File: src/logic/sleep_ctl_pkg.sv
package sleep_ctl_pkg;

	// Sleep mode codes as software selects them
	typedef enum logic [2:0] {
		MODE_IDLE = 3'h0,
		MODE_NOISE_RED = 3'h1,
		MODE_PWR_DOWN = 3'h2,
		MODE_PWR_SAVE = 3'h3,
		MODE_STANDBY = 3'h6,
		MODE_EXT_STANDBY = 3'h7
	} sleep_mode_t;

	typedef enum logic [1:0] {
		ST_ACTIVE = 2'h0,
		ST_ENTER = 2'h1,
		ST_SLEEP = 2'h2,
		ST_WAKE = 2'h3
	} sleep_state_t;

	// Clock and unit run enables, one bit per domain
	typedef struct packed {
		logic cpu;
		logic sram;
		logic io;
		logic intr;
		logic adc;
		logic async_tmr;
		logic osc;
	} clk_en_t;

	localparam clk_en_t CLK_EN_ALL = 7'h7f;
	localparam clk_en_t CLK_EN_RESET = 7'h7f;
	localparam logic [2:0] MODE_RESET = 3'h0;
	localparam int WAKE_SETTLE_CYCLES = 2;

endpackage : sleep_ctl_pkg

File: src/logic/sleep_enable_map.sv
module sleep_enable_map
	import sleep_ctl_pkg::*;
(
	input wire logic [2:0] mode,
	output clk_en_t en
);

	always_comb begin
		en = '0;
		unique case (mode)
			MODE_IDLE: begin
				en = CLK_EN_ALL;
				en.cpu = 1'b0;
			end
			MODE_NOISE_RED: begin
				en.osc = 1'b1;
				en.sram = 1'b1;
				en.intr = 1'b1;
				en.adc = 1'b1;
				en.async_tmr = 1'b1;
			end
			MODE_PWR_DOWN: begin
				en = '0;
			end
			MODE_PWR_SAVE: begin
				en.async_tmr = 1'b1;
			end
			MODE_STANDBY: begin
				en.osc = 1'b1;
			end
			MODE_EXT_STANDBY: begin
				en.osc = 1'b1;
				en.async_tmr = 1'b1;
			end
			default: begin
				en = CLK_EN_ALL;
				en.cpu = 1'b0;
			end
		endcase
	end

endmodule : sleep_enable_map

File: src/logic/sleep_ctl.sv
module sleep_ctl
	import sleep_ctl_pkg::*;
(
	input wire logic clk_sys,
	input wire logic reset_n,
	input wire logic sleep_req,
	input wire logic [2:0] sleep_mode_sel,
	input wire logic wake_irq,
	output clk_en_t clk_en_ff,
	output logic sleeping_ff,
	output logic mode_err_ff,
	output logic [2:0] active_mode_ff
);

	sleep_state_t state_ff;
	sleep_state_t nxt_state;
	clk_en_t nxt_clk_en;
	clk_en_t mode_en;
	logic nxt_sleeping;
	logic nxt_mode_err;
	logic [2:0] nxt_active_mode;
	logic [1:0] wait_ff;
	logic [1:0] nxt_wait;
	logic irq_sync1_ff;
	logic irq_sync2_ff;

	// Mode code 4 and 5 are unassigned
	function automatic logic mode_legal(input logic [2:0] m);
		mode_legal = (m == MODE_IDLE) || (m == MODE_NOISE_RED) || (m == MODE_PWR_DOWN) ||
			(m == MODE_PWR_SAVE) || (m == MODE_STANDBY) || (m == MODE_EXT_STANDBY);
	endfunction : mode_legal

	sleep_enable_map u_map (
		.mode(active_mode_ff),
		.en(mode_en)
	);

	// Wake line may come from an asynchronous source
	always_ff @(posedge clk_sys) begin
		if (!reset_n) begin
			irq_sync1_ff <= 1'b0;
			irq_sync2_ff <= 1'b0;
		end else begin
			irq_sync1_ff <= wake_irq;
			irq_sync2_ff <= irq_sync1_ff;
		end
	end

	always_comb begin
		nxt_state = state_ff;
		nxt_clk_en = clk_en_ff;
		nxt_sleeping = sleeping_ff;
		nxt_mode_err = mode_err_ff;
		nxt_active_mode = active_mode_ff;
		nxt_wait = wait_ff;
		unique case (state_ff)
			ST_ACTIVE: begin
				nxt_clk_en = CLK_EN_ALL;
				if (sleep_req) begin
					if (mode_legal(sleep_mode_sel)) begin
						nxt_active_mode = sleep_mode_sel;
						nxt_mode_err = 1'b0;
						nxt_state = ST_ENTER;
					end else begin
						nxt_mode_err = 1'b1;
					end
				end
			end
			ST_ENTER: begin
				nxt_clk_en = mode_en;
				nxt_sleeping = 1'b1;
				nxt_state = ST_SLEEP;
			end
			ST_SLEEP: begin
				if (irq_sync2_ff) begin
					nxt_clk_en.osc = 1'b1;
					nxt_wait = WAKE_SETTLE_CYCLES[1:0];
					nxt_state = ST_WAKE;
				end
			end
			ST_WAKE: begin
				if (wait_ff == 2'h0) begin
					nxt_clk_en = CLK_EN_ALL;
					nxt_sleeping = 1'b0;
					nxt_state = ST_ACTIVE;
				end else begin
					nxt_wait = wait_ff - 2'h1;
				end
			end
		endcase
	end

	always_ff @(posedge clk_sys) begin
		if (!reset_n) begin
			state_ff <= ST_ACTIVE;
			clk_en_ff <= CLK_EN_RESET;
			sleeping_ff <= 1'b0;
			mode_err_ff <= 1'b0;
			active_mode_ff <= MODE_RESET;
			wait_ff <= 2'h0;
		end else begin
			state_ff <= nxt_state;
			clk_en_ff <= nxt_clk_en;
			sleeping_ff <= nxt_sleeping;
			mode_err_ff <= nxt_mode_err;
			active_mode_ff <= nxt_active_mode;
			wait_ff <= nxt_wait;
		end
	end

endmodule : sleep_ctl

File: config.mk
export PLATFORM = sky130hd
export DESIGN_NAME = sleep_ctl
export DESIGN_NICKNAME = d
export VERILOG_FILES = /design/src/logic/sleep_ctl_pkg.sv /design/src/logic/sleep_enable_map.sv /design/src/logic/sleep_ctl.sv
export SDC_FILE = /design/constraint.sdc
export NUM_CORES = 1
export LEC_CHECK = 0
export ABC_AREA = 1
export BUFFER_PORTS_ARGS = -buffer_cell sky130_fd_sc_hd__buf_2
export CAP_MARGIN = 25
export CORE_MARGIN = 4
export CORE_UTILIZATION = 45
export CTS_CLUSTER_SIZE = 24
export DETAILED_ROUTE_END_ITERATION = 6
export HOLD_SLACK_MARGIN = 0.08
export PLACE_DENSITY = 0.72
export SLEW_MARGIN = 15
export SYNTH_ARGS = -nofsm -noshare
export SYNTH_HDL_FRONTEND = slang
export SYNTH_SLANG_ARGS = --single-unit
File: constraint.sdc
create_clock -name clk_sys -period 1.2 [get_ports clk_sys]
set_input_delay 0.24 -clock clk_sys [delete_from_list [all_inputs] [get_ports clk_sys]]
set_output_delay 0.24 -clock clk_sys [all_outputs]
set_load 0.01 [all_outputs]
* Yosys cells after proc, flatten, opt, wreduce, memory -nomap -nowiden
Cells that the tools add are included.
** Storage, ports and cells
- Bits in registers :: 18
- Latch bits :: 0
- RAM bits :: 0
- ROM bits :: 0
- Word-level logic and storage cells :: 75
- Memories kept :: 0
** Operators by class
- Add/subtract/negate cells :: 1
- $mul :: 0
- Divide/modulo/power cells :: 0
- Order comparisons :: 0
- Equal/unequal tests :: 18
- Shifts and indexed selects :: 0
- Mux-type cells :: 20
- Bitwise gates (word level) :: 0
- Reductions and logical operators :: 22
** Operators with widths (number)
- one-hot mux 6 bit (3 select lines) :: 1
- 2-to-1 mux 2 bit :: 7
- equality test 3 x 2 -> 1 bit, second input constant :: 4
- equality test 3 bit, second input constant :: 4
- != test 2 bit, second input constant :: 5
- one-hot mux 2 bit (4 select lines) :: 1
- AND reduction 2 bit :: 4
- 2-to-1 mux 1 bit :: 7
- 2-to-1 mux 7 bit :: 1
- equality test 3 x 1 -> 1 bit, second input constant :: 2
- AND reduction 3 bit :: 2
- logical OR 1 bit :: 5
- OR reduction 5 bit :: 1
- equality test 2 bit, second input constant :: 2
- logical NOT 2 bit :: 2
- one-hot mux 1 bit (4 select lines) :: 1
- one-hot mux 2 bit (2 select lines) :: 1
- AND reduction 4 bit :: 1
- nonzero test 2 bit :: 2
- OR reduction 2 bit :: 2
- OR reduction 4 bit :: 1
- logical NOT 3 bit :: 1
- nonzero test 3 bit :: 1
- equality test 2 x 1 -> 1 bit, second input constant :: 1
- 2 further kinds :: 2

* Depth between registers and ports, before layout
Gate-level depths: netlist of the first run.
- Word-level depth :: 9
- Gate-level depth with buffers :: 9
- Depth with buffers taken out :: 9

* By module
From an unflattened synthesis of the first run, not the netlist that was laid out.
** Unflattened totals
- Cell total of the unflattened synthesis :: 119
- Area total of the unflattened synthesis :: 867.1 µm²
** By module, submodules not included
- sleep_ctl :: times used 1, cells each 110, area an instance 818.3 µm², sequential area each 360.3 µm²
- sleep_enable_map :: times used 1, cells each 9, area an instance 48.8 µm², sequential area each 0.0 µm²

* Worst setup path before layout of the first run
Ideal clock, no wire load.
- Kind :: register -> register
- Start point :: reg state_ff[1]
- End point :: reg clk_en_ff[5] in the netlist's numbering
- Library setup time :: 0.122 ns
- Arrival :: 1.063 ns
- Data required time :: 1.078 ns
- Path slack :: 0.015 ns
- Stages on the path, launching flop included :: 6
- Cells stage by stage :: dfxtp_1 ha_1 nand2_2 nand2_1 a21oi_2 nand3b_1
** On the way
- Word-level cells in the longest chain between the ends :: 3
- Elaborated cells on any way between the ends :: 7
- Those cells by class :: eq/ne: 3; mux: 1; reduce/logical: 3
** Ends and longest elaborated chain
- start: declaration :: line sleep_ctl.sv:15 : sleep_state_t state_ff;
- start signal: assignment :: line sleep_ctl.sv:102 : state_ff <= nxt_state;
- equality test 2 bit, or another cell as far along :: line sleep_ctl.sv:56 : unique case (state_ff)
- != test 2 bit (no source line) / nonzero test 3 bit (equally long branches)
- AND reduction 2 bit (no source line)
- end signal: assignment :: line sleep_ctl.sv:103 : clk_en_ff <= nxt_clk_en;
- end: declaration :: line sleep_ctl.sv:9 : output clk_en_t clk_en_ff,
Parallel ways exist; a longest one is shown, timed or not.
A chain may end at the register's enable or synchronous reset.

* Worst setup path after layout of the first run
- Start point :: reg state_ff[0]
- End point :: reg wait_ff[0]
** On the way
- Word-level cells in the longest chain between the ends :: 3
- Elaborated cells on any way between the ends :: 7
- Those cells by class :: eq/ne: 4; mux: 1; reduce/logical: 2
** Ends and longest elaborated chain
- equality test 2 bit :: line sleep_ctl.sv:56
- != test 2 bit (no source line) / nonzero test 2 bit (equally long branches)
- AND reduction 3 bit (no source line)
- end signal: assignment :: line sleep_ctl.sv:107 : wait_ff <= nxt_wait;
- end: declaration :: line sleep_ctl.sv:22 : logic [1:0] wait_ff;
Parallel ways exist; a longest one is shown, timed or not.

==> impl_results.md, run 1 <==
* Status: finished with violations
* Violated checks: negative setup slack
* Syn Nets at 122
* Final Hold Vio Count at 0
* Clock root buffer: clkbuf_4
* Synth Instances at 109
* Flop pwr share at 0.335
* Sw frac at 0.414
* Detailed Routing Iterations Pass 1 at 6
* Setup WS post-layout at -0.00325 ns
* Highest routed layer: met4
* Synth top area share at 0.410
* # diodes at 0
* Number of port buffers at 18
* I/O pins at 19
* GR Overflow Total at 0
* CTS HTree Levels at 1
* Final Setup Violations at 1
* Max clock buf depth at 2
* Crit path largest cell delay at 0.38 ns
* CTS hold repair buffers at 0
* CTS sink cnt at 16
* Detailed-route via count at roughly 750
* Clk_lat worst skew at 0.30 ns
* Die area at approximately 2500 µm²
* Rel. slew slack at 0.858
* Ys async rst share at 0
* Number of routed nets with antenna violations at 0
* Synth cell types at 17
* Initial antenna violation count at 0
* Crit start category: register
* Most common library cells after synthesis: nand2_1, inv_1, dfxtp_1
* Final instance area at 1050 µm²
* GPL Wtd Cong at 0.801
* Worst Path Class, Setup: register to register
* CP max FO at 3
* Maximum clock frequency at 0.831 GHz
* Via density at 5.02
* Placed Cells at approximately 150
* Internal at 1.41 mW
* Met2 wire len at around 910 µm
* Critical Path, Cell by Cell: inv_4 > ha_4 > inv_1 > o21ai_4 > nand2_2 > nand2_1 > inv_1 > nor2_1
* Worst Hold Class: input port to register
* Total GRT Usage at 0.150
* FF+latch count, synth at 16
* Leak at 0.529 nW
* DP HPWL at 1210 µm
* Vias in the first global route at 718
* Violation count after the first detailed-route iteration at 9
* Maximum number of pins on one net before global-route repair at 12
* Fillers at roughly 130
* Top_reg_cell synth: dfxtp_1
* Nets at 147
* Req. time, crit path at 1.44 ns
* Residual DRC at 0
* Post-synth EDFFs at 0
* Avg Inst Size Synth at 7.16 µm²
* Area contributors post-synth: dfxtp_1, nand2_1, ha_1
* Finished Layout Cells at 149
* Maxcap violations at 0
* Synth area leader: dfxtp_1
* Tcrit/Tclk final at 1.00
* Routed wire length at 1840 µm
* Core Box Area at 1580 µm²
* Max rail drop VDD at ~1.2 mV
* Die Span Y at 49.7 µm
* M1 WL at 825 µm
* Final Skew at 0.000567 ns
* Most common cell in the netlist: nand2_1
* Slew of the pin with the lowest slew margin at 0.214 ns
* Combinational group share of total power at 0.511
* CTS tree: built
* Netlist Area Pre-Place at 781 µm²
* Power per cell area at 2290 nW/µm²
* Initial Util at 0.495
* DP Area at ~900 µm²
* Layout cells sized above 1 at 0.376
* Psw at roughly 0.99 mW
* Sum of negative setup slack at -0.00325 ns
* CTS Buf Count at 3
* Sequential-to-total area share from yosys stat at 0.410
* Slew Limit Fails at 0
* Wire length per cell at 12.3 µm
* Critical Path AT at 1.44 ns
* # rows at 14
* First-pass GRT wire length at 2870 µm
* Clock slew at reported path FFs at 0.10 ns
* Clk pwr share at 0.154
* Die X at between 40 and 50 µm
* CP endpoint kind: register
* Shortest period the worst path allows at 1.20 ns
* Yosys warns at 0
* Critical path's most frequent cell: inv_1
* CP max-delay cell: dfxtp_4
* Layout area overhead at 34.8%
* WL met3 at 86 µm
worst paths after layout:
path / to / from / depth (start not counted) / slack [ns]
hold / removal: irq_sync1_ff$_SDFF_PN0_ / wake_irq / 3 / 0.12
hold reg to reg: irq_sync2_ff$_SDFF_PN0_ / irq_sync1_ff$_SDFF_PN0_ / 2 / 0.43
setup / recovery: wait_ff[0]$_SDFFE_PN0P_ / state_ff[0]$_SDFFE_PN0P_ / 8 / -0.003
setup reg to reg: wait_ff[0]$_SDFFE_PN0P_ / state_ff[0]$_SDFFE_PN0P_ / 8 / -0.003
state kept, by name, summed over array words and instances, names as in the netlist:
signal,count
active_mode_ff,3
clk_en_ff,5
irq_sync1_ff,1
irq_sync2_ff,1
mode_err_ff,1
sleeping_ff,1
state_ff,2
wait_ff,2
area by class of cell:
type / instances / area (µm²) / share of cell area
Multi-Input combinational cell: 72 / 469 / 0.446
Clock buffer: 4 / 36.3 / 0.0345
Timing Repair Buffer: 23 / 128 / 0.121
Tap cell: 16 / 20.0 / 0.0190
Sequential cell: 16 / 329 / 0.313
Inverter: 18 / 70.1 / 0.0666
worst max-delay path: cells and delay by family (launching register included):
family	cells	cell delay (ns)
flops	1	0.38
simple gates	3	0.23
buf+inv	3	0.20
compound gates	1	0.18
fa+ha+maj	1	0.15
timing repair:
action / CTS / global route
buffers inserted: 0 / 1
endpoints found under the setup margin: 8 / 11
gates resized for setup: 6 / 27
pin swaps: 0 / 7
cell families (layout without fill, tap and decap cells):
logic type	count (synthesis)	count (layout)	synth area share
compound gates	7	7	0.0593
buf+inv	21	45	0.120
simple gates	59	59	0.314
flops	16	16	0.410
fa+ha+maj	6	6	0.0962
routing by layer:
metal / vias up / global-route usage
li1: 380 / -
met5: - / 0
met1: 344 / 0.160
met3: 4 / 0.0542
met4: 0 / 0.0553
met2: 20 / 0.269
metrics by stage:
| stage | util | setup WS, ns | hold WS, ns | power [mW] |
|---|---|---|---|---|
| 2_1_floorplan | - | 0.0145 | 0.338 | 1.42 |
| 3_3_place_gp | 0.572 | -0.0236 | 0.402 | 1.68 |
| 5_1_grt | 0.667 | -0.0363 | 0.126 | 2.61 |
| 3_5_place_dp | 0.572 | -0.0596 | 0.414 | 1.71 |
| 6_report | 0.667 | -0.00325 | 0.121 | 2.41 |
| 4_1_cts | 0.603 | -0.0288 | 0.116 | 2.12 |
power by group through the flow:
stage / combinational [mW] / clock, mW / sequential (mW)
after floorplan: 0.620 / 0 / 0.796
after global placement: 0.915 / 0 / 0.761
after detailed placement: 0.950 / 0 / 0.762
after CTS: 0.981 / 0.383 / 0.757
after global routing: 1.37 / 0.412 / 0.824
final: 1.23 / 0.371 / 0.805
cell usage in the layout, fill, tap and decap left out:
| cell | instances |
|---|---|
| nand4_1 | 1 |
| ha_4 | 5 |
| o21ai_0 | 1 |
| nand2_1 | 28 |
| nand2_2 | 1 |
| inv_1 | 11 |
| clkbuf_4 | 3 |
| inv_2 | 6 |
| a21oi_1 | 2 |
| buf_4 | 5 |
| nor2_1 | 11 |
| dfxtp_2 | 1 |
| dfxtp_1 | 13 |
| o211ai_1 | 1 |
| nand3b_1 | 1 |
| o21ai_4 | 1 |
| nand3_1 | 12 |
| dfxtp_4 | 2 |
| inv_4 | 1 |
| nor2_2 | 1 |
| clkbuf_8 | 1 |
| buf_2 | 18 |
| nand2_4 | 4 |
| a21oi_2 | 1 |
| ha_1 | 1 |
| o22ai_1 | 1 |
(Power assumes the default switching activity.)
==> run 2: changes to the inputs <==
Settings changed: SKIP_CTS_REPAIR_TIMING set to 1.
==> run 2 against run 1 <==
Effect of this change: the run now ends clean; setup slack better by 0.057 ns; hold slack improved by 0.0033 ns; power fell by 0.60%; via count unchanged; routed wire length is 1.3% lower; critical path type unchanged.
==> impl_results.md, run 2 (synthesis gave the netlist of run 1 again) <==
* Status: finished clean
* GR Overflow Total at 0 (unchanged)
* Tcrit/Tclk final at 0.955 (-0.0474)
* Worst Hold Class: input port to register
* Slew Limit Fails at 0 (unchanged)
* Layout area overhead at 34.6%
* Leak at 0.527 nW (-0.37%)
* Nets at 147 (unchanged)
* R2R setup slack at 0.05 ns (+0.06 ns)
* Req. time, crit path at 1.43 ns (about the same)
* Largest register FFs at 5 (unchanged)
* Critical Path AT at 1.38 ns (-0.06 ns)
* RSZ-0062 raised after global routing: yes
* Worst Path Class, Setup: register to register
* Sw frac at 0.410 (-0.00384)
* Clk_lat worst skew at 0.29 ns (about the same)
* Clock slew at reported path FFs at 0.10 ns (about the same)
* Max clock buf depth at 2 (unchanged)
* Clock root buffer: clkbuf_4
* I/O pins at 19 (unchanged)
* Number of routed nets with antenna violations at 0 (unchanged)
* Hold Path Depth at 3 (unchanged)
* Worst slack on hold paths at 0.124 ns (+0.00327 ns)
* CTS Buf Count at 3 (unchanged)
* Slew of the pin with the lowest slew margin at 0.216 ns (+0.00246 ns)
* Psw at 0.980 mW (-1.5%)
* Total GRT Usage at 0.145 (-0.00503)
* Hold endpoint: irq_sync1_ff$_SDFF_PN0_
* CTS tree: built
* DP HPWL at 1210 µm (unchanged)
* Crit path largest cell delay at 0.38 ns (about the same)
* Power per cell area at 2270 nW/µm² (-0.48%)
* R2R depth at 8 (unchanged)
* Critical path's most frequent cell: inv_1
* Initial antenna violation count at 0 (unchanged)
* Largest registers: clk_en_ff: 5 flops, active_mode_ff: 3 flops
* Initial Util at 0.495 (unchanged)
* Vias in the first global route at 693 (-3.5%)
* # diodes at 0 (unchanged)
* Violation count after the first detailed-route iteration at 20 (+11)
* Top reg by flops: clk_en_ff
* Combinational group share of total power at 0.509 (-0.002)
* Residual DRC at 0 (unchanged)
* RR Endpoint: wait_ff[0]$_SDFFE_PN0P_
* Wire length per cell at 12.2 µm (-1.3%)
* CP endpoint kind: register
* Core Box Area at 1580 µm² (unchanged)
* Die area at 2470 µm² (unchanged)
* Detailed-route via count at 748 (unchanged)
* Via density at 5.02 (unchanged)
* DP Area at 902 µm² (unchanged)
* FF/Latch Area at 329 µm² (unchanged)
* Commonest cells after routing, fill and taps aside: nand2_1, buf_2, dfxtp_1, inv_1, nand3_1
* Flop pwr share at 0.337 (+0.002)
* Maximum number of pins on one net before global-route repair at 12 (unchanged)
* # rows at 14 (unchanged)
* Final instance area at 1050 µm² (-0.12%)
* Maxcap violations at 0 (unchanged)
* Internal at 1.41 mW (about the same)
* Critical Path, Cell by Cell: inv_4 > ha_4 > inv_1 > o21ai_4 > nand2_2 > nand2_1 > inv_1 > nor2_1
* Reg2reg start: state_ff[0]$_SDFFE_PN0P_
* Number of port buffers at 18 (unchanged)
* Detailed Routing Iterations Pass 1 at 4 (-2)
* First-pass GRT wire length at 2770 µm (-3.6%)
* Sum of negative setup slack at 0 ns (+0.00325 ns)
* Clk pwr share at 0.154 (about the same)
* CP max-delay cell: dfxtp_4
* CTS HTree Levels at 1 (unchanged)
* Routed wire length at 1810 µm (-1.3%)
* Fillers at 130 (-2.3%)
* Multi-input gate area at 464 µm² (-1.1%)
* Commonest non-fill, non-tap cell in the layout: nand2_1
* Final Hold Vio Count at 0 (unchanged)
* Layout cells sized above 1 at 0.368 (-0.00752)
* Final Skew at 0.00142 ns (+0.000857 ns)
* Final Setup Violations at 0 (-1)
* HP Start: wake_irq
* Rel. slew slack at 0.854 (-0.00316)
* CTS sink cnt at 16 (unchanged)
* GPL Wtd Cong at 0.801 (unchanged)
* Maximum clock frequency at 0.872 GHz (+5.0%)
* Die X at 49.7 µm (unchanged)
* Die Span Y at 49.7 µm (unchanged)
* Shortest period the worst path allows at 1.15 ns (-0.0568 ns)
* Crit start category: register
* Max rail drop VDD at 1.12 mV (-9.2%)
* CP max FO at 3 (unchanged)
[run 2: changes by cell type in the layout (fill, tap and decap cells not counted)]
cell     before  now
buf_4         5    4
nand2_2       1    2
nand2_4       4    3
inv_1        11   12
buf_6         0    1
inv_2         6    5
[run 2: layer usage]
layer | up-vias | wire length (µm) | GRT usage
met3 | 4 | 82 | 0.0542
li1 | 382 | - | -
met1 | 342 | 817 | 0.162
met4 | 0 | 36 | 0.0553
met2 | 20 | 876 | 0.249
met5 | - | 0 | 0
[run 2: final cells by class]
class,count,share of cell area
repair buffers,23,0.125
inverters,18,0.0667
flip-flops and latches,16,0.313
clock buffers,4,0.0345
well taps,16,0.0190
multi-input cells,72,0.442
[run 2: metrics by stage]
step / utilization / cells / setup slack [ns] / total power [mW]
3_3_place_gp: 0.572 / 145 / -0.0236 / 1.68
3_5_place_dp: 0.572 / 145 / -0.0596 / 1.71
5_1_grt: 0.667 / 149 / -0.0153 / 2.60
2_1_floorplan: - / 109 / 0.0145 / 1.42
6_report: 0.667 / 149 / 0.0536 / 2.39
4_1_cts: 0.595 / 149 / -0.0836 / 2.09
[run 2: power groups by stage]
stage                     registers [mW]  logic [mW]  clock network [mW]
final                              0.806        1.22               0.369
after global routing               0.821        1.37               0.409
after CTS                          0.750       0.953               0.383
after detailed placement           0.762       0.950                   0
after global placement             0.761       0.915                   0
after floorplan                    0.796       0.620                   0
[run 2: worst max-delay path: cells and delay by family (launching register included)]
kind | cells | cell delay (ns)
buffers and inverters | 3 | 0.17
flip-flops | 1 | 0.38
AO/OA/AOI/OAI | 1 | 0.15
AND/OR/NAND/NOR | 3 | 0.24
adder cells (fa/ha/maj) | 1 | 0.15
[run 2: worst max-delay path by stage]
stage	startpoint	to	slack (ns)	cells after the start
after floorplan	state_ff[1]$_SDFFE_PN0P_	clk_en_ff[5]$_SDFFE_PN1P_	0.01	5
after global placement	state_ff[1]$_SDFFE_PN0P_	state_ff[1]$_SDFFE_PN0P_	-0.02	7
after detailed placement	state_ff[1]$_SDFFE_PN0P_	state_ff[1]$_SDFFE_PN0P_	-0.06	7
after CTS	state_ff[1]$_SDFFE_PN0P_	state_ff[1]$_SDFFE_PN0P_	-0.08	7
after global routing	state_ff[1]$_SDFFE_PN0P_	state_ff[1]$_SDFFE_PN0P_	-0.02	7
final	state_ff[0]$_SDFFE_PN0P_	wait_ff[0]$_SDFFE_PN0P_	0.05	8
